===== config.mk =====
export PLATFORM = sky130hd
export DESIGN_NAME = scsr_top
export DESIGN_NICKNAME = d
export VERILOG_FILES = /design/src/logic/scsr_top.v
export VERILOG_INCLUDE_DIRS = /design/src /design/src/inc
export SDC_FILE = /design/constraint.sdc
export NUM_CORES = 2
export LEC_CHECK = 0
export BUFFER_PORTS_ARGS = -buffer_cell sky130_fd_sc_hd__clkbuf_2
export CORE_AREA = 2 2 564 566
export DETAILED_ROUTE_END_ITERATION = 8
export DIE_AREA = 0 0 566 568
export PLACE_DENSITY = 0.4
export SETUP_SLACK_MARGIN = 0.15
export SLEW_MARGIN = 10
export SYNTH_ARGS = -nofsm -noshare
export SYNTH_HDL_FRONTEND = slang
export SYNTH_SLANG_ARGS = --single-unit

===== constraint.sdc =====
create_clock -name clk_sys -period 11.2 [get_ports clk_sys]
set_input_delay 2.24 -clock clk_sys [delete_from_list [all_inputs] [get_ports clk_sys]]
set_output_delay 2.24 -clock clk_sys [all_outputs]
set_load 0.01 [all_outputs]

===== src/inc/scsr_regs.vh =====
// Constants for the serial configuration and pulse generator block
`ifndef SCSR_REGS_VH
`define SCSR_REGS_VH

`define SCSR_FRAME_BITS      24
`define SCSR_FRAME_CNT_W     5
`define SCSR_FRAME_DONE      5'h18
`define SCSR_ADDR_DONE       5'h08
`define SCSR_RW_BIT          23
`define SCSR_ADDR_HI         22
`define SCSR_ADDR_LO         16
`define SCSR_DATA_HI         15
`define SCSR_RW_READ         1'b1
`define SCSR_RW_WRITE        1'b0
`define SCSR_NUM_REGS        128
`define SCSR_LAST_ADDR       7'h72

// Register addresses
`define SCSR_A_MAIN_CONTROL        7'h00
`define SCSR_A_OUT_PIN_CAL_CLK     7'h01
`define SCSR_A_VCO_FORCE           7'h08
`define SCSR_A_REF_DOUBLER         7'h09
`define SCSR_A_REF_POST_DIV        7'h0b
`define SCSR_A_REF_PRE_DIV         7'h0c
`define SCSR_A_CP_GAIN             7'h0e
`define SCSR_A_VCO_BIAS            7'h10
`define SCSR_A_VCO_CAP             7'h13
`define SCSR_A_VCO_CORE            7'h14
`define SCSR_A_DIV_SEG_EN          7'h1f
`define SCSR_A_FB_DIV_HIGH         7'h22
`define SCSR_A_FB_DIV_LOW          7'h24
`define SCSR_A_DET_DELAY           7'h25
`define SCSR_A_FRAC_DEN_HIGH       7'h26
`define SCSR_A_FRAC_DEN_LOW        7'h27
`define SCSR_A_FRAC_NUM_HIGH       7'h2a
`define SCSR_A_FRAC_NUM_LOW        7'h2b
`define SCSR_A_OUT_PWR_MOD         7'h2c
`define SCSR_A_OUT_A_SEL           7'h2d
`define SCSR_A_OUT_B_SEL           7'h2e
`define SCSR_A_SYNC_PIN_IGNORE     7'h3a
`define SCSR_A_LOCK_TYPE           7'h3b
`define SCSR_A_LOCK_DELAY          7'h3c
`define SCSR_A_MOD_RST_CNT_LOW     7'h46
`define SCSR_A_PULSE_GEN_CTRL      7'h47
`define SCSR_A_PULSE_RATE_DIV      7'h48
`define SCSR_A_DELAY_WEIGHTS_12    7'h49
`define SCSR_A_DELAY_WEIGHTS_34    7'h4a

// Reset values
`define SCSR_R_MAIN_CONTROL        16'h200c
`define SCSR_R_OUT_PIN_CAL_CLK     16'h080c
`define SCSR_R_VCO_FORCE           16'h2000
`define SCSR_R_REF_DOUBLER         16'h0604
`define SCSR_R_REF_POST_DIV        16'h0018
`define SCSR_R_REF_PRE_DIV         16'h5001
`define SCSR_R_CP_GAIN             16'h1e70
`define SCSR_R_VCO_BIAS            16'h0080
`define SCSR_R_VCO_CAP             16'h27b7
`define SCSR_R_VCO_CORE            16'h3048
`define SCSR_R_DIV_SEG_EN          16'hc3ec
`define SCSR_R_FB_DIV_HIGH         16'h0010
`define SCSR_R_FB_DIV_LOW          16'h0070
`define SCSR_R_DET_DELAY           16'h0205
`define SCSR_R_FRAC_DEN            16'hffff
`define SCSR_R_OUT_PWR_MOD         16'h22a2
`define SCSR_R_OUT_A_SEL           16'hc622
`define SCSR_R_OUT_B_SEL           16'h07f0
`define SCSR_R_SYNC_PIN_IGNORE     16'h8001
`define SCSR_R_LOCK_TYPE           16'h0001
`define SCSR_R_LOCK_DELAY          16'h03e8
`define SCSR_R_MOD_RST_CNT_LOW     16'hc350
`define SCSR_R_PULSE_GEN_CTRL      16'h0080
`define SCSR_R_PULSE_RATE_DIV      16'h0001
`define SCSR_R_DELAY_WEIGHTS_12    16'h003f
`define SCSR_R_DELAY_WEIGHTS_34    16'h4000
`define SCSR_R_ZERO                16'h0000

// Main control fields
`define SCSR_F_PHASE_SYNC          14
`define SCSR_F_CAL_TRIGGER         3
`define SCSR_F_SOFT_RESET          1
`define SCSR_F_POWER_OFF           0

// Output B source field
`define SCSR_F_OUTB_SRC_HI         1
`define SCSR_OUTB_SRC_PULSE        2'h2

// Pulse generator control fields
`define SCSR_F_PREDIV_HI           7
`define SCSR_F_PREDIV_LO           5
`define SCSR_F_BURST_SELECT        4
`define SCSR_F_PULSE_GEN_ENABLE    3
`define SCSR_F_REPEAT_SELECT       2
`define SCSR_PREDIV_1              3'h1
`define SCSR_PREDIV_2              3'h2
`define SCSR_PREDIV_4              3'h4

// Rate divider and burst count fields
`define SCSR_F_RATE_DIV_HI         10
`define SCSR_RATE_BASE             12'h004
`define SCSR_F_BURST_CNT_HI        15
`define SCSR_F_BURST_CNT_LO        12

`endif


===== src/logic/scsr_top.v =====
// Serial configuration register bank with pulse generator control
`include "scsr_regs.vh"
`default_nettype none

module scsr_top (
  input  wire        clk_sys,
  input  wire        rstn,
  input  wire        sclk,
  input  wire        sdi,
  input  wire        cs_n,
  input  wire        pulse_request_pin,
  output reg         sdo,
  output reg         output_b,
  output reg         power_off,
  output reg         phase_sync_enable,
  output reg         pulse_mode_active,
  output reg         sync_pulse,
  output reg         vco_cal_trigger
);

  function [15:0] reset_value;
    input [6:0] addr;
    begin
      case (addr)
        `SCSR_A_MAIN_CONTROL:     reset_value = `SCSR_R_MAIN_CONTROL;
        `SCSR_A_OUT_PIN_CAL_CLK:  reset_value = `SCSR_R_OUT_PIN_CAL_CLK;
        `SCSR_A_VCO_FORCE:        reset_value = `SCSR_R_VCO_FORCE;
        `SCSR_A_REF_DOUBLER:      reset_value = `SCSR_R_REF_DOUBLER;
        `SCSR_A_REF_POST_DIV:     reset_value = `SCSR_R_REF_POST_DIV;
        `SCSR_A_REF_PRE_DIV:      reset_value = `SCSR_R_REF_PRE_DIV;
        `SCSR_A_CP_GAIN:          reset_value = `SCSR_R_CP_GAIN;
        `SCSR_A_VCO_BIAS:         reset_value = `SCSR_R_VCO_BIAS;
        `SCSR_A_VCO_CAP:          reset_value = `SCSR_R_VCO_CAP;
        `SCSR_A_VCO_CORE:         reset_value = `SCSR_R_VCO_CORE;
        `SCSR_A_DIV_SEG_EN:       reset_value = `SCSR_R_DIV_SEG_EN;
        `SCSR_A_FB_DIV_HIGH:      reset_value = `SCSR_R_FB_DIV_HIGH;
        `SCSR_A_FB_DIV_LOW:       reset_value = `SCSR_R_FB_DIV_LOW;
        `SCSR_A_DET_DELAY:        reset_value = `SCSR_R_DET_DELAY;
        `SCSR_A_FRAC_DEN_HIGH:    reset_value = `SCSR_R_FRAC_DEN;
        `SCSR_A_FRAC_DEN_LOW:     reset_value = `SCSR_R_FRAC_DEN;
        `SCSR_A_OUT_PWR_MOD:      reset_value = `SCSR_R_OUT_PWR_MOD;
        `SCSR_A_OUT_A_SEL:        reset_value = `SCSR_R_OUT_A_SEL;
        `SCSR_A_OUT_B_SEL:        reset_value = `SCSR_R_OUT_B_SEL;
        `SCSR_A_SYNC_PIN_IGNORE:  reset_value = `SCSR_R_SYNC_PIN_IGNORE;
        `SCSR_A_LOCK_TYPE:        reset_value = `SCSR_R_LOCK_TYPE;
        `SCSR_A_LOCK_DELAY:       reset_value = `SCSR_R_LOCK_DELAY;
        `SCSR_A_MOD_RST_CNT_LOW:  reset_value = `SCSR_R_MOD_RST_CNT_LOW;
        `SCSR_A_PULSE_GEN_CTRL:   reset_value = `SCSR_R_PULSE_GEN_CTRL;
        `SCSR_A_PULSE_RATE_DIV:   reset_value = `SCSR_R_PULSE_RATE_DIV;
        `SCSR_A_DELAY_WEIGHTS_12: reset_value = `SCSR_R_DELAY_WEIGHTS_12;
        `SCSR_A_DELAY_WEIGHTS_34: reset_value = `SCSR_R_DELAY_WEIGHTS_34;
        default:                  reset_value = `SCSR_R_ZERO;
      endcase
    end
  endfunction

  // Register storage, one word per address
  reg  [15:0] regs_q [0:`SCSR_NUM_REGS-1];

  reg                          sclk_prev_q;
  reg                          cs_prev_q;
  reg  [`SCSR_FRAME_BITS-1:0]  frame_q;
  reg  [`SCSR_FRAME_CNT_W-1:0] bit_cnt_q;
  reg  [15:0]                  read_shift_q;
  reg                          read_act_q;
  reg                          phase_sync_prev_q;
  reg                          req_meta_q;
  reg                          req_sync_q;
  reg  [1:0]                   prediv_cnt_q;
  reg  [11:0]                  half_cnt_q;
  reg  [3:0]                   pulse_cnt_q;
  reg                          req_tick_q;
  integer                      i;

  wire [15:0] main_ctrl   = regs_q[`SCSR_A_MAIN_CONTROL];
  wire [15:0] gen_ctrl    = regs_q[`SCSR_A_PULSE_GEN_CTRL];
  wire [15:0] rate_reg    = regs_q[`SCSR_A_PULSE_RATE_DIV];
  wire [15:0] weights_34  = regs_q[`SCSR_A_DELAY_WEIGHTS_34];
  wire        soft_rst    = main_ctrl[`SCSR_F_SOFT_RESET] & ~main_ctrl[`SCSR_F_POWER_OFF];
  wire        sclk_rise   = sclk & ~sclk_prev_q;
  wire        sclk_fall   = ~sclk & sclk_prev_q;
  wire        cs_rise     = cs_n & ~cs_prev_q;
  wire [`SCSR_FRAME_BITS-1:0] frame_next = {frame_q[`SCSR_FRAME_BITS-2:0], sdi};
  wire [6:0]  frame_addr  = frame_q[`SCSR_ADDR_HI:`SCSR_ADDR_LO];
  wire        frame_write = cs_rise && (bit_cnt_q == `SCSR_FRAME_DONE) &&
                            (frame_q[`SCSR_RW_BIT] == `SCSR_RW_WRITE) &&
                            (frame_addr <= `SCSR_LAST_ADDR);
  // At the eighth bit the address sits in the low bits of the shifted frame
  wire [6:0]  rd_addr     = frame_next[`SCSR_ADDR_HI-`SCSR_ADDR_LO:0];
  wire [15:0] rd_word     = (rd_addr <= `SCSR_LAST_ADDR) ? regs_q[rd_addr] : `SCSR_R_ZERO;

  // Generator fields
  wire [2:0]  prediv      = gen_ctrl[`SCSR_F_PREDIV_HI:`SCSR_F_PREDIV_LO];
  wire        burst_sel   = gen_ctrl[`SCSR_F_BURST_SELECT];
  wire        gen_enable  = gen_ctrl[`SCSR_F_PULSE_GEN_ENABLE];
  wire        repeat_sel  = gen_ctrl[`SCSR_F_REPEAT_SELECT];
  wire [3:0]  burst_count = weights_34[`SCSR_F_BURST_CNT_HI:`SCSR_F_BURST_CNT_LO];
  wire [11:0] rate_ratio  = `SCSR_RATE_BASE + {rate_reg[`SCSR_F_RATE_DIV_HI:0], 1'b0};
  wire        prediv_ok   = (prediv == `SCSR_PREDIV_1) || (prediv == `SCSR_PREDIV_2) ||
                            (prediv == `SCSR_PREDIV_4);
  wire        mode_on     = main_ctrl[`SCSR_F_PHASE_SYNC] & gen_enable &
                            ~main_ctrl[`SCSR_F_POWER_OFF] & prediv_ok;
  wire [1:0]  prediv_top  = prediv[2] ? 2'h3 : (prediv[1] ? 2'h1 : 2'h0);
  wire        interp_tick = (prediv_cnt_q == prediv_top);
  wire        burst_done  = burst_sel && (pulse_cnt_q == burst_count);

  // Serial frame capture and readback
  always @(posedge clk_sys) begin
    if (!rstn) begin
      sclk_prev_q  <= 1'b0;
      cs_prev_q    <= 1'b1;
      frame_q      <= {`SCSR_FRAME_BITS{1'b0}};
      bit_cnt_q    <= {`SCSR_FRAME_CNT_W{1'b0}};
      read_shift_q <= 16'h0000;
      read_act_q   <= 1'b0;
      sdo          <= 1'b0;
    end else begin
      sclk_prev_q <= sclk;
      cs_prev_q   <= cs_n;
      if (cs_n) begin
        bit_cnt_q  <= {`SCSR_FRAME_CNT_W{1'b0}};
        read_act_q <= 1'b0;
        sdo        <= 1'b0;
      end else begin
        if (sclk_rise && bit_cnt_q != `SCSR_FRAME_DONE) begin
          frame_q   <= frame_next;
          bit_cnt_q <= bit_cnt_q + 1'b1;
          if ((bit_cnt_q == `SCSR_ADDR_DONE - 1'b1) && (frame_next[7] == `SCSR_RW_READ)) begin
            read_shift_q <= rd_word;
            read_act_q   <= 1'b1;
          end
        end
        // Data goes out on falling edges so the host samples it on rising ones
        if (sclk_fall && read_act_q) begin
          sdo          <= read_shift_q[`SCSR_DATA_HI];
          read_shift_q <= {read_shift_q[14:0], 1'b0};
        end
      end
    end
  end

  // Register bank; soft reset holds everything but main control at reset
  always @(posedge clk_sys) begin
    if (!rstn) begin
      for (i = 0; i < `SCSR_NUM_REGS; i = i + 1) begin
        regs_q[i] <= reset_value(i[6:0]);
      end
    end else begin
      for (i = 1; i < `SCSR_NUM_REGS; i = i + 1) begin
        if (soft_rst) begin
          regs_q[i] <= reset_value(i[6:0]);
        end else if (frame_write && frame_addr == i[6:0]) begin
          regs_q[i] <= frame_q[`SCSR_DATA_HI:0];
        end
      end
      if (frame_write && frame_addr == `SCSR_A_MAIN_CONTROL) begin
        regs_q[0] <= frame_q[`SCSR_DATA_HI:0];
      end
    end
  end

  // Mode outputs and one-cycle event pulses
  always @(posedge clk_sys) begin
    if (!rstn) begin
      power_off         <= 1'b0;
      phase_sync_enable <= 1'b0;
      pulse_mode_active <= 1'b0;
      sync_pulse        <= 1'b0;
      vco_cal_trigger   <= 1'b0;
      phase_sync_prev_q <= 1'b0;
    end else begin
      power_off         <= main_ctrl[`SCSR_F_POWER_OFF];
      phase_sync_enable <= main_ctrl[`SCSR_F_PHASE_SYNC];
      pulse_mode_active <= mode_on;
      phase_sync_prev_q <= main_ctrl[`SCSR_F_PHASE_SYNC];
      sync_pulse        <= main_ctrl[`SCSR_F_PHASE_SYNC] & ~phase_sync_prev_q;
      vco_cal_trigger   <= frame_write && (frame_addr == `SCSR_A_MAIN_CONTROL) &&
                           frame_q[`SCSR_F_CAL_TRIGGER];
    end
  end

  // Request pin synchroniser
  always @(posedge clk_sys) begin
    if (!rstn) begin
      req_meta_q <= 1'b0;
      req_sync_q <= 1'b0;
    end else begin
      req_meta_q <= pulse_request_pin;
      req_sync_q <= req_meta_q;
    end
  end

  // Pulse generator on the interpolator tick
  always @(posedge clk_sys) begin
    if (!rstn || soft_rst || !mode_on) begin
      prediv_cnt_q <= 2'h0;
      half_cnt_q   <= 12'h000;
      pulse_cnt_q  <= 4'h0;
      req_tick_q   <= 1'b0;
      output_b     <= 1'b0;
    end else begin
      prediv_cnt_q <= interp_tick ? 2'h0 : prediv_cnt_q + 1'b1;
      if (interp_tick) begin
        if (!repeat_sel) begin
          // Master: request low stops and rearms the series
          if (!req_sync_q) begin
            half_cnt_q  <= 12'h000;
            pulse_cnt_q <= 4'h0;
            output_b    <= 1'b0;
          end else if (half_cnt_q == rate_ratio - 1'b1) begin
            half_cnt_q <= 12'h000;
            if (output_b) begin
              output_b <= 1'b0;
            end else if (!burst_done) begin
              output_b    <= 1'b1;
              pulse_cnt_q <= pulse_cnt_q + 1'b1;
            end
          end else begin
            half_cnt_q <= half_cnt_q + 1'b1;
          end
        end else begin
          // Repeater: echo the reclocked request, limited in burst mode
          req_tick_q <= req_sync_q;
          if (req_tick_q && !output_b) begin
            if (!burst_done) begin
              output_b    <= 1'b1;
              pulse_cnt_q <= pulse_cnt_q + 1'b1;
            end
          end else if (!req_tick_q) begin
            output_b <= 1'b0;
          end
        end
      end
    end
  end

endmodule // scsr_top

`default_nettype wire


== Word level (Yosys, flattened, before mapping) ==
Memory sizes are Yosys's and may differ from the RTL's.
Cells that the tools add are included.
Word-level totals
  input bits: 6
  bits in writable memories: 2048
  word-level logic and storage cells: 1462
  bits in latches: 0
  bits in read-only memories: 0
  flip-flop bits (word level): 76
  memories: 1
Cells by class
  bitwise operators: 272
  eq/ne operators: 141
  div/mod/pow operators: 0
  shifts and indexed selects: 0
  multipliers: 0
  reductions and logical operators: 156
  $add $sub $neg: 6
  order comparisons: 2
  muxes and demuxes: 865
Memories
  regs_q: depth 128, bits a word 16, read ports 5, clocked after Yosys merged registers in 0, wr ports 128, RTL line scsr_top.v:58  | reg [15:0] regs_q [0:`SCSR_NUM_REGS-1];
Operators by type and width (number)
  two-way mux 16 bit: 332
  two-way mux 1 bit: 524
  equality test 7 bit (second input constant): 64
  bitwise OR 1 bit: 255
  equality test 7 x 6 -> 1 bit (second input constant): 32
  logical AND 1 bit: 137
  equality test 7 x 5 -> 1 bit (second input constant): 16
  equality test 7 x 4 -> 1 bit (second input constant): 8
  equality test 7 x 3 -> 1 bit (second input constant): 4
  two-way mux 12 bit: 2
  two-way mux 4 bit: 6
  equality test 7 x 2 -> 1 bit (second input constant): 2
  <= comparator 7 bit (second input constant): 2
  adder 12 x 1 -> 12 bit (second input constant): 1
  adder 3 x 12 -> 12 bit (first input constant): 1
  equality test 12 bit: 1
  subtractor 12 x 1 -> 12 bit (second input constant): 1
  inverter 1 bit: 9
  AND 1 bit: 8
  AND reduction 2 bit: 4
  AND reduction 4 bit: 2
  equality test 7 x 1 -> 1 bit (second input constant): 1
  logical NOT 7 bit: 1
  inequality test 3 x 2 -> 1 bit (second input constant): 2
  other kinds (20): 27

== Longest topological paths before layout ==
  depth after elaboration: 11
  mapped depth: 12
  gate-level depth less buffers: 9

== Least setup slack after synthesis ==
Ideal clock, no wire load.
  kind: in2reg
  start: input port cs_n
  end: memory regs_q[48][0], enable pin
  cell stages on the path: 7
  path buffers: 2
  slack: 5.984 ns
  setup time: 0.411 ns
  data arrival time: 4.805 ns
  cells stage by stage: or3b_1 nor3_2 and2_1 nand2_1 clkbuf_1 clkbuf_1 o21ai_0
RTL lines
  from (decl): RTL line scsr_top.v:10  | input wire cs_n,
  to (decl): RTL line scsr_top.v:58

== Worst setup path after layout ==
  start: input port sdi
  end: register read_shift_q[0]
On the way
  longest elaborated chain between the ends: 5
  elaborated cells between the ends (all ways): 6
RTL lines
  from (decl): RTL line scsr_top.v:9  | input wire sdi,
  memory read (128 x 16 bit) or <= comparator 7 bit (tied branches)
  two-way mux 16 bit (no source line) (*)
  two-way mux 16 bit (*): RTL line scsr_top.v:128  | if ((bit_cnt_q == `SCSR_ADDR_DONE - 1'b1) && (frame_next[7] == `SCSR_RW_READ)) begin
  two-way mux 16 bit (*): RTL line scsr_top.v:125  | if (sclk_rise && bit_cnt_q != `SCSR_FRAME_DONE) begin
  two-way mux 16 bit (*): RTL line scsr_top.v:134  | if (sclk_fall && read_act_q) begin
  to (signal assigned): RTL line scsr_top.v:129  | read_shift_q <= rd_word;
  to (signal assigned): RTL line scsr_top.v:136  | read_shift_q <= {read_shift_q[14:0], 1'b0};
  to (decl): RTL line scsr_top.v:64  | reg [15:0] read_shift_q;
Mark *: on every way between the ends. The rest lies on a longest branch, timed or not. The select of a mux whose other input is x is not followed.
A chain may end at the register's enable or synchronous reset.

==> metrics <==
distinct cell type count after synthesis 77; PwrDens 162 nW/um2; worst-case clock buffer depth 4; remaining global-route overflow 0; Core Region 316,000 um2; DR vias/cell 5.36; Ys Warns 0; mean instance size in the synthesized netlist 11.4 um2; Static Leak 0.0345 uW; number of antenna violations at the first check in global routing 21; via count 65,800; Final Routed Wirelength 349,000 um; outcome finished clean; layout cell share with drive strength beyond 1 15.5%; setup repair after global routing missed its margin no; die span in y 568 um; routed length per instance 28.4 um; Max Fanout on Critical Path 89; global placer's final weighted congestion 0.871; worst setup path class primary input to register; Synth Instances 8,276; endpoint kind of the worst setup timing path register; leading cell type in the layout, fill and taps excluded edfxtp_1; first-pass iteration count of the detailed router 6; cell area after technology mapping 94,300 um2; placement row count 207; Max-Cap Viols 0; # nets final 7,908; hold buffer count at CTS 0; Slew Limit Headroom 10.6%; Max Slew Vio Count 0; ratio of final minimum period to clock period 47.8%; Starting Density 29.8%; detailed-route DRC error count 0; Top FF cell, synth dfxtp_1; clock slew at reported path FFs 0.06 ns; synthesis-to-layout area growth 12.5%; number of buffers inserted to repair setup after CTS 0; top library cells by usage in the layout, fill and taps aside edfxtp_1, dfxtp_1, nand2_1, a21oi_1, and2_1; number of enable flip-flop cells after synthesis 1,056; syn nets 8,287; post-synthesis sequential area ratio 56.3%; maximum number of pins on one net before global-route repair 205; number of sinks on the clock net 2,124; transition time at the pin with the least slew margin 1.34 ns; sum of net half-perimeters after detailed placement 207,000 um; endpoints failing hold 0; type of origin of the critical path primary input; depth of the CTS H-tree 4; Hold Worst Slack 0.408 ns; final sum of negative setup slack 0 ns; number of filler cells placed in the layout 31,200; GRT Total Usage 21.2%; Die Area 321,000 um2; peak supply drop 145 uV; wire length of the first global-routing pass 501,000 um; utilization after layout 33.5%; CTS tree done; type of the most critical hold path register to register; via count of the first global-routing pass 65,000; maximum frequency from static timing analysis 187 MHz; WP data arrival 6.16 ns; final critical path time including I/O delays and setup 5.35 ns; clock root buffer clkbuf_16; source-to-sink clock delay at the later pin of the worst-skew pair 0.96 ns; worst clock skew on the final layout 0.101 ns; clock buffer count from CTS 243; Resized Gates After CTS 0; Antenna Nets Post-Route 0; total of flip-flops plus latches after synthesis 2,124; final count of negative-setup-slack endpoints 0; share of flip-flops with an asynchronous set or reset after synthesis 0%; number of input and output port buffers inserted 12; die boundary width 566 um; count of pins on the block boundary 13; critical path required time 12.01 ns; first-iteration detailed-routing DRC count 6,769
worst max-delay path: stages:
cell and delay, ns:
buf_8 0.30, buf_12 0.58, buf_4 0.75, mux4_2 0.61
mux4_2 0.55, o21bai_1 0.20, a21oi_1 0.16, or3_1 0.36
metrics by stage:
step                power, uW  area [um2]  setup WS [ns]  cells
floorplan                9080       94300           5.98   8276
global placement         9420       98200           4.52  11800
detailed placement       9430       98200           4.92  11800
CTS                     17400      106000           5.90  12300
global route            17800      106000           5.61  12300
finish                  17200      106000           5.85  12300
registers in the layout (all words and copies together), names as in the netlist, 2 cells and up:
register      flops
frame_q          24
bit_cnt_q         5
pulse_cnt_q       4
half_cnt_q       12
prediv_cnt_q      2
read_shift_q     16
regs_q         2048
synth_stat cells (all sizes together), types with 11 or more instances:
master | count | area share, %
inv | 12 | 0.048
and2 | 822 | 5.5
and3 | 247 | 1.6
dfxtp | 1068 | 23
o221ai | 16 | 0.15
buf | 230 | 1.4
nor2b | 15 | 0.10
a21oi | 823 | 4.4
o21ai | 143 | 0.76
mux2i | 146 | 1.6
or3 | 97 | 0.64
a31oi | 19 | 0.13
o211ai | 13 | 0.10
nand2b | 18 | 0.12
a22oi | 34 | 0.28
clkbuf | 642 | 2.6
nand4 | 14 | 0.093
mux4 | 532 | 13
a221oi | 15 | 0.14
a211oi | 11 | 0.088
nor3 | 157 | 0.86
a22o | 12 | 0.11
xnor2 | 16 | 0.15
nand2 | 956 | 3.8
nor2 | 217 | 0.86
edfxtp | 1056 | 34
o22ai | 31 | 0.21
xor2 | 18 | 0.17
nand3 | 804 | 4.3
path summary, 6_finish.rpt:
check                          startpoint                       endpoint  slack (ns)  cells past startpoint
max                                   sdi   read_shift_q[0]$_SDFFE_PN0P_        5.85                      8
min          phase_sync_prev_q$_SDFF_PN0_          sync_pulse$_SDFF_PN0_        0.41                      1
max reg2reg       frame_q[3]$_SDFFE_PN0P_  read_shift_q[11]$_SDFFE_PN0P_        6.31                      8
min reg2reg  phase_sync_prev_q$_SDFF_PN0_          sync_pulse$_SDFF_PN0_        0.41                      1
report_power, final:
part | internal, uW | leakage, uW | switching (uW)
sequential | 8370 | 0.0190 | 63.4
combinational | 267 | 0.0116 | 548
clock | 4560 | 0.00384 | 3400
total | 13200 | 0.0345 | 4010
cell type report:
cell class	instances	area [um2]	share of cell area (%)
tap	4180	5230	4.93
clock buffer	345	6860	6.47
sequential	2124	53200	50.1
antenna	8	20.0	0.0189
timing repair buffer	248	2010	1.90
multi-input combinational	5266	37700	35.6
inverter	14	68.8	0.0649
clock inverter	101	970	0.914
routing by layer:
metal  track usage (%)  part of all wire [%]  up-vias
met5                 0                     0        -
li1                  -                     -    29300
met3              2.87                   5.8      470
met1              29.3                    44    34000
met2              34.4                    47     2117
met4              6.61                   3.2        0
cell families (layout without fill, tap and decap cells):
| family | Yosys count | count (layout) | share of synthesized area, % |
|---|---|---|---|
| XOR/XNOR | 34 | 34 | 0.316 |
| other | 0 | 8 | 0 |
| AND/OR/NAND/NOR | 3378 | 3378 | 18.1 |
| buffers and inverters | 886 | 708 | 4.02 |
| adder cells (fa/ha/maj) | 5 | 5 | 0.0664 |
| AO/OA/AOI/OAI | 1164 | 1164 | 6.81 |
| multiplexers | 685 | 685 | 14.4 |
| flip-flops | 2124 | 2124 | 56.3 |
Power figures use the tool's default switching activity.
